**src/shared/port_ctrl_pkg.sv**
```systemverilog
// Operation
// - Bit 7 of a port control register turns broadcast storm protection on for packets entering that port.
// - Bit 6 turns DiffServ code point priority classification on for packets entering that port.
// - Bit 5 turns 802.1p priority field classification on for packets entering that port.
// - Bits 4 to 3 give the default queue 0 to 3 used when no enabled classifier yields a priority.
// - All classifiers may be on at once, and then the OR of the 802.1p and DSCP priorities replaces the port default.
// - Bit 2 makes the port add an 802.1q tag to every packet it sends that arrived untagged.
// - With insertion on, a packet that arrived tagged goes out unchanged and never gets a second tag.
// - An inserted tag carries the default VID of the ingress port, not of the egress port.
// - Bit 1 makes the port strip the 802.1q tag from every tagged packet it sends.
// - With removal on, a packet that arrived untagged goes out with its header unmodified.
// - Ports 1 to 4 each have one identical control register at 0x20, 0x30, 0x40 and 0x50, and 0x10 is reserved.
// - Bit 0 together with a companion bit held elsewhere selects one, two or four output queues for the port.
`default_nettype none
package port_ctrl_pkg;

  localparam int unsigned ADDR_W = 8;
  localparam int unsigned DATA_W = 8;
  localparam int unsigned PORTS  = 4;
  localparam int unsigned PRIO_W = 2;
  localparam int unsigned VID_W  = 12;
  localparam int unsigned PSEL_W = 2;

  // ----------------------------------------
  // Register map
  // ----------------------------------------
  localparam logic [ADDR_W-1:0] RSVD_OFF = 8'h10;
  localparam logic [PORTS-1:0][ADDR_W-1:0] PORT_CTRL_OFF = {8'h50, 8'h40, 8'h30, 8'h20};
  localparam logic [DATA_W-1:0] CTRL_RESET  = 8'h00;
  localparam logic [DATA_W-1:0] READ_ZERO   = 8'h00;

  // ----------------------------------------
  // Field layout
  // ----------------------------------------
  localparam int unsigned STORM_BIT  = 7;
  localparam int unsigned DSCP_BIT   = 6;
  localparam int unsigned DOT1P_BIT  = 5;
  localparam int unsigned PRIO_HI    = 4;
  localparam int unsigned PRIO_LO    = 3;
  localparam int unsigned INSERT_BIT = 2;
  localparam int unsigned REMOVE_BIT = 1;
  localparam int unsigned SPLIT_BIT  = 0;

endpackage
`default_nettype wire

```
**src/verilog/port_ingress_class_tag_ctrl.sv**
```systemverilog
`timescale 1ns/1ns
`default_nettype none
module port_ingress_class_tag_ctrl (
  input  wire logic                                       clock_in,
  input  wire logic                                       reset_in,
  input  wire logic                                       ce_in,
  input  wire logic [port_ctrl_pkg::ADDR_W-1:0]           reg_addr_in,
  input  wire logic [port_ctrl_pkg::DATA_W-1:0]           reg_wdata_in,
  input  wire logic                                       reg_wr_in,
  input  wire logic                                       reg_rd_in,
  output logic      [port_ctrl_pkg::DATA_W-1:0]           reg_rdata_out,
  input  wire logic [port_ctrl_pkg::PORTS-1:0]            split_companion_in,
  output logic      [port_ctrl_pkg::PORTS-1:0]            storm_en_out,
  output logic      [port_ctrl_pkg::PORTS-1:0][1:0]       queue_split_out,
  input  wire logic                                       pkt_start_in,
  input  wire logic [port_ctrl_pkg::PSEL_W-1:0]           pkt_ingress_port_in,
  input  wire logic [port_ctrl_pkg::PSEL_W-1:0]           pkt_egress_port_in,
  input  wire logic                                       pkt_tagged_in,
  input  wire logic                                       dscp_valid_in,
  input  wire logic [port_ctrl_pkg::PRIO_W-1:0]           dscp_prio_in,
  input  wire logic                                       dot1p_valid_in,
  input  wire logic [port_ctrl_pkg::PRIO_W-1:0]           dot1p_prio_in,
  input  wire logic [port_ctrl_pkg::VID_W-1:0]            ingress_pvid_in,
  output logic                                            dec_valid_out,
  output logic      [port_ctrl_pkg::PRIO_W-1:0]           dec_queue_out,
  output logic                                            dec_storm_out,
  output logic                                            dec_insert_out,
  output logic                                            dec_remove_out,
  output logic      [port_ctrl_pkg::VID_W-1:0]            dec_vid_out
);

  // ----------------------------------------
  // State
  // ----------------------------------------
  typedef struct packed {
    logic [port_ctrl_pkg::PORTS-1:0][port_ctrl_pkg::DATA_W-1:0] ctrl;
    logic [port_ctrl_pkg::DATA_W-1:0]                           rdata;
    logic                                                       dec_valid;
    logic [port_ctrl_pkg::PRIO_W-1:0]                           dec_queue;
    logic                                                       dec_storm;
    logic                                                       dec_ins;
    logic                                                       dec_rem;
    logic [port_ctrl_pkg::VID_W-1:0]                            dec_vid;
    logic [port_ctrl_pkg::PORTS-1:0]                            split_comp;
  } state_t;

  state_t state_r;
  state_t state_nxt;

  // ----------------------------------------
  // Address decode
  // ----------------------------------------
  logic                              hit;
  logic [port_ctrl_pkg::PSEL_W-1:0]  hit_idx;

  always_comb begin
    hit     = 1'b0;
    hit_idx = '0;
    for (int i = 0; i < port_ctrl_pkg::PORTS; i++) begin
      if (reg_addr_in == port_ctrl_pkg::PORT_CTRL_OFF[i]) begin
        hit     = 1'b1;
        hit_idx = port_ctrl_pkg::PSEL_W'(i);
      end
    end
  end

  // ----------------------------------------
  // Packet decision
  // ----------------------------------------
  logic [port_ctrl_pkg::DATA_W-1:0] ing_ctrl;
  logic [port_ctrl_pkg::DATA_W-1:0] eg_ctrl;
  logic                             use_dscp;
  logic                             use_dot1p;
  logic [port_ctrl_pkg::PRIO_W-1:0] class_prio;

  assign ing_ctrl  = state_r.ctrl[pkt_ingress_port_in];
  assign eg_ctrl   = state_r.ctrl[pkt_egress_port_in];
  assign use_dscp  = ing_ctrl[port_ctrl_pkg::DSCP_BIT] & dscp_valid_in;
  assign use_dot1p = ing_ctrl[port_ctrl_pkg::DOT1P_BIT] & dot1p_valid_in;

  always_comb begin
    class_prio = '0;
    if (use_dscp) begin
      class_prio = class_prio | dscp_prio_in;
    end
    if (use_dot1p) begin
      class_prio = class_prio | dot1p_prio_in;
    end
    if (!use_dscp && !use_dot1p) begin
      class_prio = ing_ctrl[port_ctrl_pkg::PRIO_HI:port_ctrl_pkg::PRIO_LO];
    end
  end

  // ----------------------------------------
  // Next state
  // ----------------------------------------
  always_comb begin
    state_nxt           = state_r;
    state_nxt.dec_valid = 1'b0;
    state_nxt.split_comp = split_companion_in;
    if (reg_wr_in && hit) begin
      state_nxt.ctrl[hit_idx] = reg_wdata_in;
    end
    if (reg_rd_in) begin
      state_nxt.rdata = hit ? state_r.ctrl[hit_idx] : port_ctrl_pkg::READ_ZERO;
    end
    // Decision uses register values as they stood before any same-cycle write
    if (pkt_start_in) begin
      state_nxt.dec_valid = 1'b1;
      state_nxt.dec_queue = class_prio;
      state_nxt.dec_storm = ing_ctrl[port_ctrl_pkg::STORM_BIT];
      state_nxt.dec_ins   = eg_ctrl[port_ctrl_pkg::INSERT_BIT] & ~pkt_tagged_in;
      state_nxt.dec_rem   = eg_ctrl[port_ctrl_pkg::REMOVE_BIT] & pkt_tagged_in;
      state_nxt.dec_vid   = ingress_pvid_in;
    end
  end

  always_ff @(posedge clock_in) begin
    if (reset_in) begin
      state_r <= '0;
      for (int i = 0; i < port_ctrl_pkg::PORTS; i++) begin
        state_r.ctrl[i] <= port_ctrl_pkg::CTRL_RESET;
      end
    end else if (ce_in) begin
      state_r <= state_nxt;
    end
  end

  // ----------------------------------------
  // Outputs
  // ----------------------------------------
  for (genvar g = 0; g < port_ctrl_pkg::PORTS; g++) begin : g_port
    assign storm_en_out[g]    = state_r.ctrl[g][port_ctrl_pkg::STORM_BIT];
    assign queue_split_out[g] = {state_r.split_comp[g], state_r.ctrl[g][port_ctrl_pkg::SPLIT_BIT]};
  end

  assign reg_rdata_out  = state_r.rdata;
  assign dec_valid_out  = state_r.dec_valid;
  assign dec_queue_out  = state_r.dec_queue;
  assign dec_storm_out  = state_r.dec_storm;
  assign dec_insert_out = state_r.dec_ins;
  assign dec_remove_out = state_r.dec_rem;
  assign dec_vid_out    = state_r.dec_vid;

  for (genvar g = 0; g < port_ctrl_pkg::PORTS; g++) begin : g_split_chk

  end
endmodule
`default_nettype wire

```
**config.mk**
```make
export PLATFORM = sky130hd
export DESIGN_NAME = port_ingress_class_tag_ctrl
export DESIGN_NICKNAME = d
export VERILOG_FILES = /design/src/shared/port_ctrl_pkg.sv /design/src/verilog/port_ingress_class_tag_ctrl.sv
export SDC_FILE = /design/constraint.sdc
export NUM_CORES = 1
export LEC_CHECK = 0
export ABC_AREA = 1
export BUFFER_PORTS_ARGS = -buffer_cell sky130_fd_sc_hd__buf_4
export CAP_MARGIN = 20
export CORE_ASPECT_RATIO = 0.8
export CORE_MARGIN = 4
export CORE_UTILIZATION = 48
export DETAILED_ROUTE_END_ITERATION = 6
export HOLD_SLACK_MARGIN = 0.12
export PLACE_DENSITY_LB_ADDON = 0.05
export SYNTH_ARGS = -nofsm -noshare
export SYNTH_HDL_FRONTEND = slang
export SYNTH_SLANG_ARGS = --single-unit
```
**constraint.sdc**
```tcl
create_clock -name clock_in -period 2.6 [get_ports clock_in]
set_clock_uncertainty 0.1 [all_clocks]
set_input_delay 0.52 -clock clock_in [delete_from_list [all_inputs] [get_ports clock_in]]
set_output_delay 0.52 -clock clock_in [all_outputs]
set_load 0.01 [all_outputs]
```
==> summary.txt <==
Outcome
  • Status: finished clean

Placed design
  • Port Buffer Count: between 80 and 90
  • DP Area: 3700 sq um
  • RePlAce Congestion: slightly above 0.9
  • Post-DP HPWL: 6400 um
  • Placed insts: 615
  • Worst slack, placed: ~380 ps

CTS
  • Sink Count: 62
  • Post-CTS setup buffer count: 0
  • Clk root buf: clkbuf_8
  • CTS clk-pin slew, worst paths: about 70 ps
  • Inserted Clock Buffers: 9
  • Skew-Pair Late Insertion Delay: between 300 and 400 ps
  • Cts hold-fix bufs: 0
  • Clk buf depth: 2
  • CTS resizes: 0
  • CTS tree: yes
  • CTS H-tree depth: 3

Pwr
  • Worst VDD drop: about 0.31 mV
  • Final total power: 2.10 mW
  • Static Leak: ~1.9 nW
  • P per Cell Area: about 540 nW/um^2
  • Sw Ratio: 0.240
  • Sw power: 0.504 mW
  • Sequential share of power: 0.469
  • Int Pwr: 1.60 mW
  • Comb power frac: 0.110
  • Clock share of power: 0.421

Cells and area
  • Sequential Area: about 1200 sq um
  • Commonest non-fill, non-tap cell in the layout: nand2_1
  • Layout cells sized above 1: 0.229
  • Synth-to-Final Area Change: 20.4%
  • Final net count: 591
  • Fillcell total: roughly 660
  • ANT cells: 0
  • Final instance area: 3910 sq um
  • Final Non-Filler Cells: 630
  • Core Util, Final: 0.604
  • Leading cell types in the layout, fill and taps excluded: nand2_1, nor2_1, buf_4
  • Area of the multi-input gates: approximately 1500 sq um

Synthesis
  • Top FF cell, synth: dfxtp_1
  • Seq/Total Area, Yosys: 0.382
  • Post-synth top area share: 0.382
  • Ys async rst share: 0
  • Largest cells by area after synthesis: dfxtp_1, nand2_1, nor2_1, buf_4, nand3_1
  • Area leader, netlist: dfxtp_1
  • Mapped cell area: 3250 sq um
  • Post-Syn Instances: 491
  • Mean Syn Cell Area: 6.61 sq um
  • Count of different cell masters after synthesis: 25
  • Ys Warns: 0
  • Synthesized Nets: 540
  • FF+latch count, synth: 62
  • Post-synth EDFFs: 0

Route
  • Drt via density: between 4 and 5
  • Vias after detailed routing: around 3.1k
  • Post-detailed-routing wire length: 8620 um
  • Detail Route Antenna Nets: 0
  • DRC violations left: 0
  • DRT Pass-1 Iters: 5
  • Wire per inst: 13.7 um
  • DRT iter0 DRCs: 150

Die
  • Die area: 8150 sq um
  • Core area: 6470 sq um
  • # IOs: 87
  • Die X: roughly 100 um
  • Die height: ~82 um
  • Cell Rows: 26
  • Initial core utilization: 0.502

Hold path
  • Hold Path Stages: 3
  • Hold Path Class: input port to flop

STA
  • Final setup fails: 0
  • Final hold vios: 0
  • Fin Setup TNS: 0 ps
  • WHS: approximately 320 ps
  • RSZ-0062 raised after global routing: false
  • Max-slew violations: 0
  • Min Tclk post-route: 1900 ps
  • Achievable clock frequency: ~0.53 GHz
  • Final WS setup: 701 ps
  • Final Cycle Share: 0.731
  • Worst Tran Pin Value: 619 ps
  • Relative max-transition margin: 0.586

Worst setup path
  • CP Class: input port to flop
  • Crit Path Max Fanout: 16
  • CP Data Arrival Time: 2030 ps
  • WP data required: 2730 ps
  • CP startpoint kind: input port
  • Worst reg2reg path depth: 9
  • Critical Path End Type: flop

Global route
  • First-pass GRT wire length: 13,500 um
  • Largest net degree at the start of global routing: 27
  • Initial antenna violation count: 0
  • GRT overflow: 0
  • Total track usage: 0.214
  • Number of global-route vias before repair: 2,783

Run
  • Max Cap Viol: 0
-- layout make-up --
cell class                 instances  area share
multi-input combinational        326       0.378
sequential                        62       0.318
timing repair buffer              91       0.175
inverter                          52      0.0499
clock buffer                      12      0.0423
tap                               84      0.0269
clock inverter                     3      0.0109
-- power by group through the flow --
stage          Clock, mW  Sequential (mW)  Combinational (mW)
2_1_floorplan          0             1.00               0.131
3_3_place_gp           0             1.00               0.229
3_5_place_dp           0             1.01               0.232
4_1_cts            0.906            0.984               0.233
5_1_grt            0.955            0.987               0.257
6_report           0.884            0.984               0.232
-- routing by layer --
layer  global-route usage  vias to the layer above  share of wire
met5                    0                        -              0
met4               0.0764                        0          0.018
met3               0.0577                       18          0.080
met2                0.313                      123           0.43
met1                0.302                     1382           0.47
li1                     -                     1615              -
-- synthesized netlist by cell type (2+ instances only) --
master / n
inv_1: 46
a211oi_1: 8
nand2_1: 110
nor2_2: 3
buf_4: 35
nand2_2: 6
dfxtp_1: 62
buf_2: 3
o211ai_1: 3
nand3_1: 37
clkinv_1: 2
nand2_4: 2
clkbuf_1: 12
nor2_1: 93
inv_2: 4
a21oi_1: 27
o21ai_0: 30
-- path summary, 6_finish.rpt --
kind,to,slack [ps],from
hold reg to reg,reg_rdata_out[0],370,reg_rdata_out[0]
setup / recovery,state_r[34],700,reg_addr_in[3]
hold / removal,queue_split_out[3],320,split_companion_in[1]
setup reg to reg,dec_queue_out[0],1270,state_r[36]
-- registers in the layout (all words and copies together) (netlist names), 2 cells and up --
signal,count
queue_split_out,8
storm_en_out,4
dec_queue_out,2
reg_rdata_out,8
state_r,24
dec_vid_out,12
-- critical path, cell delays in order --
cell and delay [ps]:
buf_4 120, nor2_2 130, nand2_2 100, nor2_8 170, nand2_2 100, nand2_4 90, nand2_2 70, nor3_4 480
nand2_1 100, nand2_1 100, nor2_1 40
-- kinds of logic after synthesis --
kind of cell,after synthesis,synth area share
and+or+nand+nor,256,0.336
AOI/OAI and AO/OA,70,0.119
buffers and inverters,103,0.163
DFF,62,0.382
(Power assumes the default switching activity.)
